File: config.mk
export PLATFORM = sky130hd
export DESIGN_NAME = cabx_execute
export DESIGN_NICKNAME = d
export VERILOG_FILES = /design/src/verilog/cabx_pkg.sv /design/src/verilog/cabx_execute.sv
export SDC_FILE = /design/constraint.sdc
export NUM_CORES = 1
export LEC_CHECK = 0
export BUFFER_PORTS_ARGS = -buffer_cell sky130_fd_sc_hd__buf_2
export CAP_MARGIN = 10
export CORE_ASPECT_RATIO = 1.1
export CORE_MARGIN = 8
export CORE_UTILIZATION = 40
export CTS_BUF_LIST = sky130_fd_sc_hd__clkbuf_16
export CTS_CLUSTER_SIZE = 25
export DETAILED_ROUTE_END_ITERATION = 10
export SETUP_SLACK_MARGIN = 0.02
export SYNTH_ARGS = -nofsm -noshare
export SYNTH_HDL_FRONTEND = slang
export SYNTH_SLANG_ARGS = --single-unit
File: constraint.sdc
create_clock -name clk -period 3.4 [get_ports clk]
set_input_delay 0.51 -clock clk [delete_from_list [all_inputs] [get_ports clk]]
set_output_delay 0.51 -clock clk [all_outputs]
set_load 0.02 [all_outputs]
File: src/verilog/cabx_pkg.sv
// Shared types and constants for the execute stage of the 8-bit core.
// Assumes a decoder upstream that fills one request word per instruction.
package cabx_pkg;

  // ----------------------------------------------------------------
  // Widths
  // ----------------------------------------------------------------
  localparam int PC_W = 22;
  localparam int OFF_W = 7;
  localparam int IO_A_W = 6;

  // ----------------------------------------------------------------
  // Status register bit positions
  // ----------------------------------------------------------------
  localparam int FLG_C = 0;
  localparam int FLG_Z = 1;
  localparam int FLG_N = 2;
  localparam int FLG_V = 3;
  localparam int FLG_S = 4;
  localparam int FLG_H = 5;
  localparam int FLG_T = 6;
  localparam int FLG_I = 7;
  localparam logic [7:0] STATUS_RST = 8'h00;

  // ----------------------------------------------------------------
  // Constants of the logic
  // ----------------------------------------------------------------
  localparam logic [7:0] ALL_ONES = 8'hff;
  localparam logic [IO_A_W-1:0] IO_NOBIT_LO = 6'h08;
  localparam logic [IO_A_W-1:0] IO_NOBIT_HI = 6'h0e;
  localparam logic [PC_W-1:0] PC_STEP = 22'h000001;
  localparam logic [PC_W-1:0] PC_SKIP1 = 22'h000002;
  localparam logic [PC_W-1:0] PC_SKIP2 = 22'h000003;

  // ----------------------------------------------------------------
  // Clock counts per instruction
  // ----------------------------------------------------------------
  localparam logic [2:0] CYC_ONE = 3'h1;
  localparam logic [2:0] CYC_TWO = 3'h2;
  localparam logic [2:0] CYC_THREE = 3'h3;
  localparam int CALL_CYC_DEF = 3;

  // ----------------------------------------------------------------
  // Operations
  // ----------------------------------------------------------------
  typedef enum logic [5:0] {
    OP_NOP, OP_SUM, OP_SUM_CARRY, OP_DIFFERENCE, OP_DIFFERENCE_IMMEDIATE,
    OP_DIFFERENCE_WITH_BORROW, OP_DIFFERENCE_IMMEDIATE_BORROW,
    OP_CONJUNCTION, OP_BITWISE_CONJUNCTION_IMMEDIATE, OP_DISJUNCTION,
    OP_BITWISE_DISJUNCTION_IMMEDIATE, OP_BITWISE_EXCLUSIVE_DISJUNCTION,
    OP_MASK_SET_BITS, OP_MASK_CLEAR_BITS, OP_ZERO_SIGN_CHECK,
    OP_JUMP_VIA_POINTER, OP_CALL_VIA_POINTER, OP_COMPARE_SKIP_EQUAL,
    OP_COMPARE_REGISTERS, OP_COMPARE_WITH_BORROW, OP_COMPARE_IMMEDIATE,
    OP_SKIP_REG_BIT_CLEAR, OP_SKIP_REG_BIT_SET, OP_SKIP_IO_BIT_CLEAR,
    OP_SKIP_IO_BIT_SET, OP_BRANCH_STATUS_BIT_SET, OP_BRANCH_STATUS_BIT_CLEAR,
    OP_BRANCH_UNSIGNED_GE, OP_BRANCH_UNSIGNED_LT, OP_BRANCH_SIGNED_GE,
    OP_BRANCH_SIGNED_LT, OP_BRANCH_HALF_CARRY_SET, OP_BRANCH_HALF_CARRY_CLEAR,
    OP_BRANCH_COPY_FLAG_SET, OP_BRANCH_COPY_FLAG_CLEAR, OP_BRANCH_OVERFLOW_SET,
    OP_BRANCH_OVERFLOW_CLEAR, OP_BRANCH_IRQ_ENABLED, OP_BRANCH_IRQ_DISABLED,
    OP_IO_BIT_SET_OP, OP_IO_BIT_CLEAR_OP
  } cabx_op_t;

  typedef enum logic [1:0] {
    ST_IDLE = 2'b01,
    ST_STALL = 2'b10
  } cabx_state_t;

  // ----------------------------------------------------------------
  // Request and result words
  // ----------------------------------------------------------------
  typedef struct packed {
    logic valid;
    cabx_op_t op;
    logic [7:0] rd;
    logic [7:0] rr;
    logic [7:0] imm;
    logic [2:0] bit_sel;
    logic [IO_A_W-1:0] io_addr;
    logic [7:0] io_data;
    logic [OFF_W-1:0] offset;
    logic [15:0] pointer;
    logic [PC_W-1:0] pc;
    logic next_two_words;
  } cabx_req_t;

  typedef struct packed {
    logic wr_en;
    logic [7:0] wr_data;
    logic pc_valid;
    logic [PC_W-1:0] pc;
    logic push;
    logic [PC_W-1:0] ret_addr;
    logic io_wr;
    logic [IO_A_W-1:0] io_addr;
    logic [7:0] io_data;
    logic io_refused;
  } cabx_res_t;

endpackage : cabx_pkg
File: src/verilog/cabx_execute.sv
// Execute stage: arithmetic, logic, compare, skip, branch and pointer jumps.
// Assumes operands are read by the decoder and results written back by it.
// Assumes the caller holds a request until in_ready is high; a request shown
// while in_ready is low is ignored, not queued.
module cabx_execute #(
  parameter int CALL_CYCLES = cabx_pkg::CALL_CYC_DEF
) (
  // Clock and reset
  input wire logic clk,
  input wire logic arst_n,
  // Instruction request
  input cabx_pkg::cabx_req_t req,
  output logic in_ready,
  // Status register load from other units
  input wire logic status_wr,
  input wire logic [7:0] status_wdata,
  // Results
  output cabx_pkg::cabx_res_t res,
  output logic [7:0] status_register
);

  // ----------------------------------------------------------------
  // Parameter check
  // ----------------------------------------------------------------
  if (CALL_CYCLES < 3 || CALL_CYCLES > 4) begin : g_bad_call
    $error("CALL_CYCLES must be 3 or 4");
  end

  // The pointer pair must fit the counter, and the offset must be narrower than it.
  if (cabx_pkg::PC_W < 16 || cabx_pkg::OFF_W >= cabx_pkg::PC_W) begin : g_bad_widths
    $error("PC_W must hold the pointer pair and exceed OFF_W");
  end

  localparam logic [2:0] CALL_CYC = 3'(CALL_CYCLES);

  // ----------------------------------------------------------------
  // Operation classes
  // ----------------------------------------------------------------
  cabx_pkg::cabx_op_t op;
  assign op = req.op;
  // A request counts only on an edge at which in_ready is high.
  wire take = req.valid && in_ready;

  wire is_add = (op == cabx_pkg::OP_SUM) || (op == cabx_pkg::OP_SUM_CARRY);
  wire is_cmp = (op == cabx_pkg::OP_COMPARE_REGISTERS) || (op == cabx_pkg::OP_COMPARE_WITH_BORROW)
             || (op == cabx_pkg::OP_COMPARE_IMMEDIATE);
  wire is_sub = is_cmp || (op == cabx_pkg::OP_DIFFERENCE) || (op == cabx_pkg::OP_DIFFERENCE_IMMEDIATE)
             || (op == cabx_pkg::OP_DIFFERENCE_WITH_BORROW) || (op == cabx_pkg::OP_DIFFERENCE_IMMEDIATE_BORROW);
  wire use_carry = (op == cabx_pkg::OP_SUM_CARRY) || (op == cabx_pkg::OP_DIFFERENCE_WITH_BORROW)
                || (op == cabx_pkg::OP_DIFFERENCE_IMMEDIATE_BORROW) || (op == cabx_pkg::OP_COMPARE_WITH_BORROW);
  wire use_imm = (op == cabx_pkg::OP_DIFFERENCE_IMMEDIATE) || (op == cabx_pkg::OP_DIFFERENCE_IMMEDIATE_BORROW)
              || (op == cabx_pkg::OP_COMPARE_IMMEDIATE) || (op == cabx_pkg::OP_BITWISE_CONJUNCTION_IMMEDIATE)
              || (op == cabx_pkg::OP_BITWISE_DISJUNCTION_IMMEDIATE) || (op == cabx_pkg::OP_MASK_SET_BITS);
  wire is_and = (op == cabx_pkg::OP_CONJUNCTION) || (op == cabx_pkg::OP_BITWISE_CONJUNCTION_IMMEDIATE)
             || (op == cabx_pkg::OP_MASK_CLEAR_BITS) || (op == cabx_pkg::OP_ZERO_SIGN_CHECK);
  wire is_or = (op == cabx_pkg::OP_DISJUNCTION) || (op == cabx_pkg::OP_BITWISE_DISJUNCTION_IMMEDIATE)
            || (op == cabx_pkg::OP_MASK_SET_BITS);
  wire is_xor = (op == cabx_pkg::OP_BITWISE_EXCLUSIVE_DISJUNCTION);
  wire is_logic = is_and || is_or || is_xor;

  // ----------------------------------------------------------------
  // Operand selection
  // ----------------------------------------------------------------
  logic [7:0] opb;
  assign opb = (op == cabx_pkg::OP_MASK_CLEAR_BITS) ? (cabx_pkg::ALL_ONES - req.imm) :
               (op == cabx_pkg::OP_ZERO_SIGN_CHECK) ? req.rd :
               use_imm ? req.imm : req.rr;
  wire cin = use_carry & status_register[cabx_pkg::FLG_C];

  // ----------------------------------------------------------------
  // Adder, subtractor and logic unit
  // ----------------------------------------------------------------
  logic [8:0] sum9;
  logic [8:0] diff9;
  assign sum9 = {1'b0, req.rd} + {1'b0, opb} + {8'h00, cin};
  assign diff9 = {1'b0, req.rd} - {1'b0, opb} - {8'h00, cin};

  logic [7:0] logic_r;
  assign logic_r = is_and ? (req.rd & opb) : is_or ? (req.rd | opb) : (req.rd ^ opb);

  logic [7:0] alu_r;
  assign alu_r = is_add ? sum9[7:0] : is_sub ? diff9[7:0] : logic_r;

  wire a3 = req.rd[3];
  wire b3 = opb[3];
  wire r3 = alu_r[3];
  wire a7 = req.rd[7];
  wire b7 = opb[7];
  wire r7 = alu_r[7];
  // Half carry and overflow are read from operand and result bits, so one
  // adder and one subtractor serve every arithmetic variant.
  wire h_add = (a3 & b3) | (b3 & ~r3) | (~r3 & a3);
  wire h_sub = (~a3 & b3) | (b3 & r3) | (r3 & ~a3);
  wire v_add = (a7 & b7 & ~r7) | (~a7 & ~b7 & r7);
  wire v_sub = (a7 & ~b7 & ~r7) | (~a7 & b7 & r7);

  // Borrow variants keep Z only if it was already set, so a multi-byte
  // compare or subtract reports zero for the whole chain.
  wire zero_raw = (alu_r == 8'h00);
  wire z_new = (use_carry && is_sub) ? (zero_raw & status_register[cabx_pkg::FLG_Z]) : zero_raw;
  wire v_new = is_add ? v_add : is_sub ? v_sub : 1'b0;

  logic [7:0] flags_arith;
  always_comb begin
    flags_arith = status_register;
    flags_arith[cabx_pkg::FLG_Z] = z_new;
    flags_arith[cabx_pkg::FLG_N] = r7;
    flags_arith[cabx_pkg::FLG_V] = v_new;
    flags_arith[cabx_pkg::FLG_S] = r7 ^ v_new;
    if (is_add || is_sub) begin
      flags_arith[cabx_pkg::FLG_C] = is_add ? sum9[8] : diff9[8];
      flags_arith[cabx_pkg::FLG_H] = is_add ? h_add : h_sub;
    end
  end

  // ----------------------------------------------------------------
  // Branch and skip conditions
  // ----------------------------------------------------------------
  wire [7:0] sr = status_register;
  wire sel_status = sr[req.bit_sel];
  wire n_xor_v = sr[cabx_pkg::FLG_N] ^ sr[cabx_pkg::FLG_V];
  wire reg_bit = req.rr[req.bit_sel];
  wire io_bit = req.io_data[req.bit_sel];

  logic br_taken;
  logic is_branch;
  always_comb begin
    is_branch = 1'b1;
    case (op)
      cabx_pkg::OP_BRANCH_STATUS_BIT_SET: br_taken = sel_status;
      cabx_pkg::OP_BRANCH_STATUS_BIT_CLEAR: br_taken = ~sel_status;
      cabx_pkg::OP_BRANCH_UNSIGNED_GE: br_taken = ~sr[cabx_pkg::FLG_C];
      cabx_pkg::OP_BRANCH_UNSIGNED_LT: br_taken = sr[cabx_pkg::FLG_C];
      cabx_pkg::OP_BRANCH_SIGNED_GE: br_taken = ~n_xor_v;
      cabx_pkg::OP_BRANCH_SIGNED_LT: br_taken = n_xor_v;
      cabx_pkg::OP_BRANCH_HALF_CARRY_SET: br_taken = sr[cabx_pkg::FLG_H];
      cabx_pkg::OP_BRANCH_HALF_CARRY_CLEAR: br_taken = ~sr[cabx_pkg::FLG_H];
      cabx_pkg::OP_BRANCH_COPY_FLAG_SET: br_taken = sr[cabx_pkg::FLG_T];
      cabx_pkg::OP_BRANCH_COPY_FLAG_CLEAR: br_taken = ~sr[cabx_pkg::FLG_T];
      cabx_pkg::OP_BRANCH_OVERFLOW_SET: br_taken = sr[cabx_pkg::FLG_V];
      cabx_pkg::OP_BRANCH_OVERFLOW_CLEAR: br_taken = ~sr[cabx_pkg::FLG_V];
      cabx_pkg::OP_BRANCH_IRQ_ENABLED: br_taken = sr[cabx_pkg::FLG_I];
      cabx_pkg::OP_BRANCH_IRQ_DISABLED: br_taken = ~sr[cabx_pkg::FLG_I];
      default: begin
        br_taken = 1'b0;
        is_branch = 1'b0;
      end
    endcase
  end

  logic skip;
  always_comb begin
    case (op)
      cabx_pkg::OP_COMPARE_SKIP_EQUAL: skip = (req.rd == req.rr);
      cabx_pkg::OP_SKIP_REG_BIT_CLEAR: skip = ~reg_bit;
      cabx_pkg::OP_SKIP_REG_BIT_SET: skip = reg_bit;
      cabx_pkg::OP_SKIP_IO_BIT_CLEAR: skip = ~io_bit;
      cabx_pkg::OP_SKIP_IO_BIT_SET: skip = io_bit;
      default: skip = 1'b0;
    endcase
  end

  // ----------------------------------------------------------------
  // Next program counter and clock count
  // ----------------------------------------------------------------
  // The offset is sign-extended so that a branch may land before or after
  // itself; a target beyond its short reach needs a jump through the pointer.
  wire [cabx_pkg::PC_W-1:0] off_ext = {{(cabx_pkg::PC_W - cabx_pkg::OFF_W){req.offset[cabx_pkg::OFF_W-1]}},
                                       req.offset};
  wire [cabx_pkg::PC_W-1:0] pc_seq = req.pc + cabx_pkg::PC_STEP;
  wire [cabx_pkg::PC_W-1:0] pc_branch = req.pc + off_ext + cabx_pkg::PC_STEP;
  wire [cabx_pkg::PC_W-1:0] pc_skip = req.pc + (req.next_two_words ? cabx_pkg::PC_SKIP2 : cabx_pkg::PC_SKIP1);
  wire [cabx_pkg::PC_W-1:0] pc_ptr = {{(cabx_pkg::PC_W - 16){1'b0}}, req.pointer};
  wire is_jump = (op == cabx_pkg::OP_JUMP_VIA_POINTER);
  wire is_call = (op == cabx_pkg::OP_CALL_VIA_POINTER);

  logic [cabx_pkg::PC_W-1:0] pc_new;
  assign pc_new = (is_jump || is_call) ? pc_ptr : (is_branch && br_taken) ? pc_branch : skip ? pc_skip : pc_seq;

  // A skip costs one clock more per word skipped; taken branches and jumps pay one
  // extra clock for the refetch, and a call pays its stacking clocks on top.
  logic [2:0] cycles;
  assign cycles = is_jump ? cabx_pkg::CYC_TWO :
                  is_call ? CALL_CYC :
                  (is_branch && br_taken) ? cabx_pkg::CYC_TWO :
                  !skip ? cabx_pkg::CYC_ONE :
                  req.next_two_words ? cabx_pkg::CYC_THREE : cabx_pkg::CYC_TWO;

  // ----------------------------------------------------------------
  // Single-bit I/O write
  // ----------------------------------------------------------------
  // A refused bit operation still advances the counter; the caller sees
  // io_refused in place of a write and must use a full-byte access instead.
  wire is_iobit = (op == cabx_pkg::OP_IO_BIT_SET_OP) || (op == cabx_pkg::OP_IO_BIT_CLEAR_OP);
  wire io_blocked = (req.io_addr >= cabx_pkg::IO_NOBIT_LO) && (req.io_addr <= cabx_pkg::IO_NOBIT_HI);
  logic [7:0] bit_mask;
  assign bit_mask = 8'h01 << req.bit_sel;
  logic [7:0] io_new;
  assign io_new = (op == cabx_pkg::OP_IO_BIT_SET_OP) ? (req.io_data | bit_mask) : (req.io_data & ~bit_mask);

  // ----------------------------------------------------------------
  // Write-back classes
  // ----------------------------------------------------------------
  // Compares and the zero-sign check only report flags; they must leave the
  // destination register alone.
  wire writes_flags = is_add || is_sub || is_logic;
  wire writes_reg = writes_flags && !is_cmp && (op != cabx_pkg::OP_ZERO_SIGN_CHECK);
  wire moves_pc = (op != cabx_pkg::OP_NOP);

  // ----------------------------------------------------------------
  // Result word
  // ----------------------------------------------------------------
  // Only the strobes are gated by a take; the data fields follow the request
  // every cycle, which keeps the gating out of the wide paths.
  cabx_pkg::cabx_res_t res_next;
  always_comb begin
    res_next = '0;
    res_next.wr_en = take && writes_reg;
    res_next.wr_data = alu_r;
    res_next.pc_valid = take && moves_pc;
    res_next.pc = pc_new;
    res_next.push = take && is_call;
    res_next.ret_addr = pc_seq;
    res_next.io_wr = take && is_iobit && !io_blocked;
    res_next.io_addr = req.io_addr;
    res_next.io_data = io_new;
    res_next.io_refused = take && is_iobit && io_blocked;
  end

  // External loads yield to an instruction that updates flags in the same cycle.
  logic [7:0] status_next;
  assign status_next = (take && writes_flags) ? flags_arith : status_wr ? status_wdata : status_register;

  // ----------------------------------------------------------------
  // Stall sequencer
  // ----------------------------------------------------------------
  // The ready output is registered from state_next, so the cycle right after
  // a multi-clock take already shows not ready and no request slips in.
  cabx_pkg::cabx_state_t state_reg;
  cabx_pkg::cabx_state_t state_next;
  logic [2:0] cnt_reg;
  logic [2:0] cnt_next;

  always_comb begin
    state_next = state_reg;
    cnt_next = cnt_reg;
    case (state_reg)
      cabx_pkg::ST_IDLE: begin
        if (take && cycles != cabx_pkg::CYC_ONE) begin
          state_next = cabx_pkg::ST_STALL;
          cnt_next = cycles - cabx_pkg::CYC_ONE;
        end
      end
      cabx_pkg::ST_STALL: begin
        cnt_next = cnt_reg - cabx_pkg::CYC_ONE;
        if (cnt_reg == cabx_pkg::CYC_ONE) begin
          state_next = cabx_pkg::ST_IDLE;
        end
      end
      // An illegal state code falls back to idle rather than locking the stage.
      default: begin
        state_next = cabx_pkg::ST_IDLE;
        cnt_next = 3'h0;
      end
    endcase
  end

  always_ff @(posedge clk or negedge arst_n) begin
    if (!arst_n) begin
      state_reg <= cabx_pkg::ST_IDLE;
      cnt_reg <= 3'h0;
      in_ready <= 1'b1;
      res <= '0;
      status_register <= cabx_pkg::STATUS_RST;
    end else begin
      state_reg <= state_next;
      cnt_reg <= cnt_next;
      in_ready <= (state_next == cabx_pkg::ST_IDLE);
      res <= res_next;
      status_register <= status_next;
    end
  end

endmodule : cabx_execute

==> qor.yml <==
outcome:
  outcome: "finished, violations left"
  violations: "setup timing"
min_path:
  hold_path.class: "input pin to async pin"
die:
  core-area_mm2: 0.0190
  die_height_um: 161
  io_pins: 185
  dieArea_mm2: 0.0239
  die_width_um: 148
  start_util: 0.405
  num_rows: 53
timing:
  final.setup.tns_ps: -379
  tightest_slew_ps: 779
  layout_min_cycle_time_ps: 3530
  clock_skew_ps: 4.03
  slew_viol_final: 0
  finalWorstSetupSlack_ps: -129
  setup_viol: 4
  max_slew_margin: 0.481
  clock.fmax_ghz: 0.283
  grt_setup_unrepaired: "true"
  period_share: 1.04
  hold_viol: 0
detailed_routing:
  postRouteAntennaNets: 0
  drc: 0
  avgViaCountPerCell: 5.44
  wl_per_cell_um: 18.2
  wl_mm: 26.6
  dr.first_iter.drc_count: 407
  detail_route.first_pass.iterations: 5
  vias: 7943
clock_tree:
  cts_tree: "built"
  cts_root_buf: "clkbuf_16"
  clk_pin_slew_ps: 60
  clockBufferDepth: 2
  cts_sinks: 85
  htreeDepth: 3
  clk_latency_ps: 340
  cts_hold_buf: 0
  cts_inserted_buffers: 9
pwr:
  swShare: 0.365
  p_int_uw: 2460
  power.share.combinational: 0.439
  p_sw_uw: 1420
  ir_worst_vdd_uv: 223
  p_per_area_mw_per_mm2: 366
  pwr-share-clk: 0.248
  fin_total_pwr_uw: 3870
  p_leak_uw: 0.00500
  p_seq_frac: 0.313
finish:
  nets: 1380
  largest_reg_flops: 71
  mostFrequentLayoutCells: "buf_2, buf_4, dfrtp_1, nand2_1, nor2_1"
  layout_commonest_cell: "buf_2"
  fillCellCount: 1828
  area_growth_pct: 37.7
  drive_above_1_share: 0.362
synthesis:
  synth_area_leaders: "dfrtp_1, ha_1, mux2i_1"
  ys.flop_type: "dfrtp_1"
  yosysTopAreaCell: "dfrtp_1"
  syn_area_per_cell_um2: 8.48
  ys_seq_elements: 85
  yosysTopAreaCellShare: 0.270
  syn_inst: 906
  ys_seq_area_frac: 0.277
  syn-num-nets: 1077
  synth_area_mm2: 0.00768
  synth_edf_count: 0
  yosys_warnings: 0
  async_reset_ff_frac: 1.00
  synth_cell_types: 77
critical_path:
  worst-path-max-fanout: 4
  critical_path_arrival_ps: 3810
  cp.required_ps: 3680
  end_kind: "flip-flop"
  criticalPathCategory: "input pin to flip-flop"
  worst_setup_path_start_kind: "input pin"
  r2r_setup_slack_ps: 570
global_route:
  track_usage: 0.219
  antenna_found_initial: 1
  grt_first_pass_wirelength_mm: 42.1
  grt_max_degree: 63
  gr-total-overflow: 0
  grt_pass1_vias: 8059
place:
  dp_hpwl_mm: 21.5
  port_buffers: 184
  routabilityCongestion: 0.940
job:
  maxCapViolations: 0
[cell type report]
cell class | instances | area, um2 | area share
sequential | 85 | 2130 | 0.201
inverter | 63 | 236 | 0.0224
antenna | 1 | 2.50 | 0.000237
timing repair buffer | 335 | 2090 | 0.198
multi-input combinational | 715 | 5530 | 0.523
clock inverter | 6 | 56.3 | 0.00532
tap | 247 | 309 | 0.0292
clock buffer | 9 | 225 | 0.0213
[repair_timing]
| action | 4_1_cts | 5_1_grt |
|---|---|---|
| endpoints found under the setup margin | 7 | 10 |
| setup buffers | 14 | 9 |
| pin swaps | 18 | 39 |
| gates resized for setup | 29 | 43 |
| cloned | 0 | 0 |
[path summary, 6_finish.rpt]
path | startpoint | endpoint | cells past startpoint
min | arst_n | res[19]$_DFF_PN0_ | 1
min in group clk | req[58] | res[13]$_DFF_PN0_ | 1
max | req[89] | status_register[1]$_DFFE_PN0P_ | 19
min reg2reg | cnt_reg[1]$_DFFE_PN0P_ | cnt_reg[1]$_DFFE_PN0P_ | 2
max reg2reg | status_register[7]$_DFFE_PN0P_ | in_ready$_DFF_PN1_ | 12
max in group asynchronous | arst_n | in_ready$_DFF_PN1_ | 2
[Yosys cell counts (21+ instances only)]
library cell / instances
xor2_1: 28
clkbuf_1: 30
a21oi_1: 57
mux2i_1: 46
dfrtp_1: 83
inv_1: 63
xnor2_1: 40
nand2_1: 70
nand3_1: 35
o21ai_0: 44
nor3_1: 21
nor2_1: 66
ha_1: 62
[worst max-delay path: stages]
cell,delay (ps)
buf_8,100
a21o_1,220
a211o_1,310
mux2_4,320
o21ai_4,180
inv_2,70
xnor2_2,120
ha_2,180
a21o_1,140
inv_1,80
fa_2,360
nand2_2,90
a21oi_4,60
o21ai_2,160
xnor2_1,130
mux2i_1,90
o211ai_1,230
nor4bb_4,260
a41o_1,200
[through the flow]
step / hold WS (ps) / worst slack (ps) / utilization / area, um2 / instances
floorplan: 214 / -438 / - / 7830 / 906
global placement: 469 / -569 / 0.517 / 9800 / 1423
detailed placement: 473 / -623 / 0.517 / 9800 / 1423
CTS: 270 / -91.4 / 0.543 / 10300 / 1452
global route: 264 / -343 / 0.558 / 10600 / 1461
finish: 242 / -129 / 0.558 / 10600 / 1461
[routing by layer]
layer	wire [um]	vias up	global-route usage
li1	-	3904	-
met4	848	0	0.0914
met3	1060	51	0.0330
met1	10700	3782	0.243
met2	13900	206	0.406
met5	0	-	0
[kinds of logic after synthesis]
group	share of synthesized area
AOI/OAI and AO/OA	0.220
xor gates and xnor gates	0.0776
adders and majority gates	0.111
buffers and inverters	0.0549
DFF	0.277
muxes	0.0834
and+or+nand+nor	0.175
[power by group through the flow]
| stage | registers [uW] | clock network, uW | logic (uW) |
|---|---|---|---|
| 5_1_grt | 1220 | 1030 | 1860 |
| 3_5_place_dp | 1230 | 0 | 1560 |
| 6_report | 1210 | 963 | 1700 |
| 2_1_floorplan | 1350 | 0 | 825 |
| 3_3_place_gp | 1230 | 0 | 1550 |
| 4_1_cts | 1210 | 980 | 1610 |
Note: power is estimated with default switching activity, not from simulation.
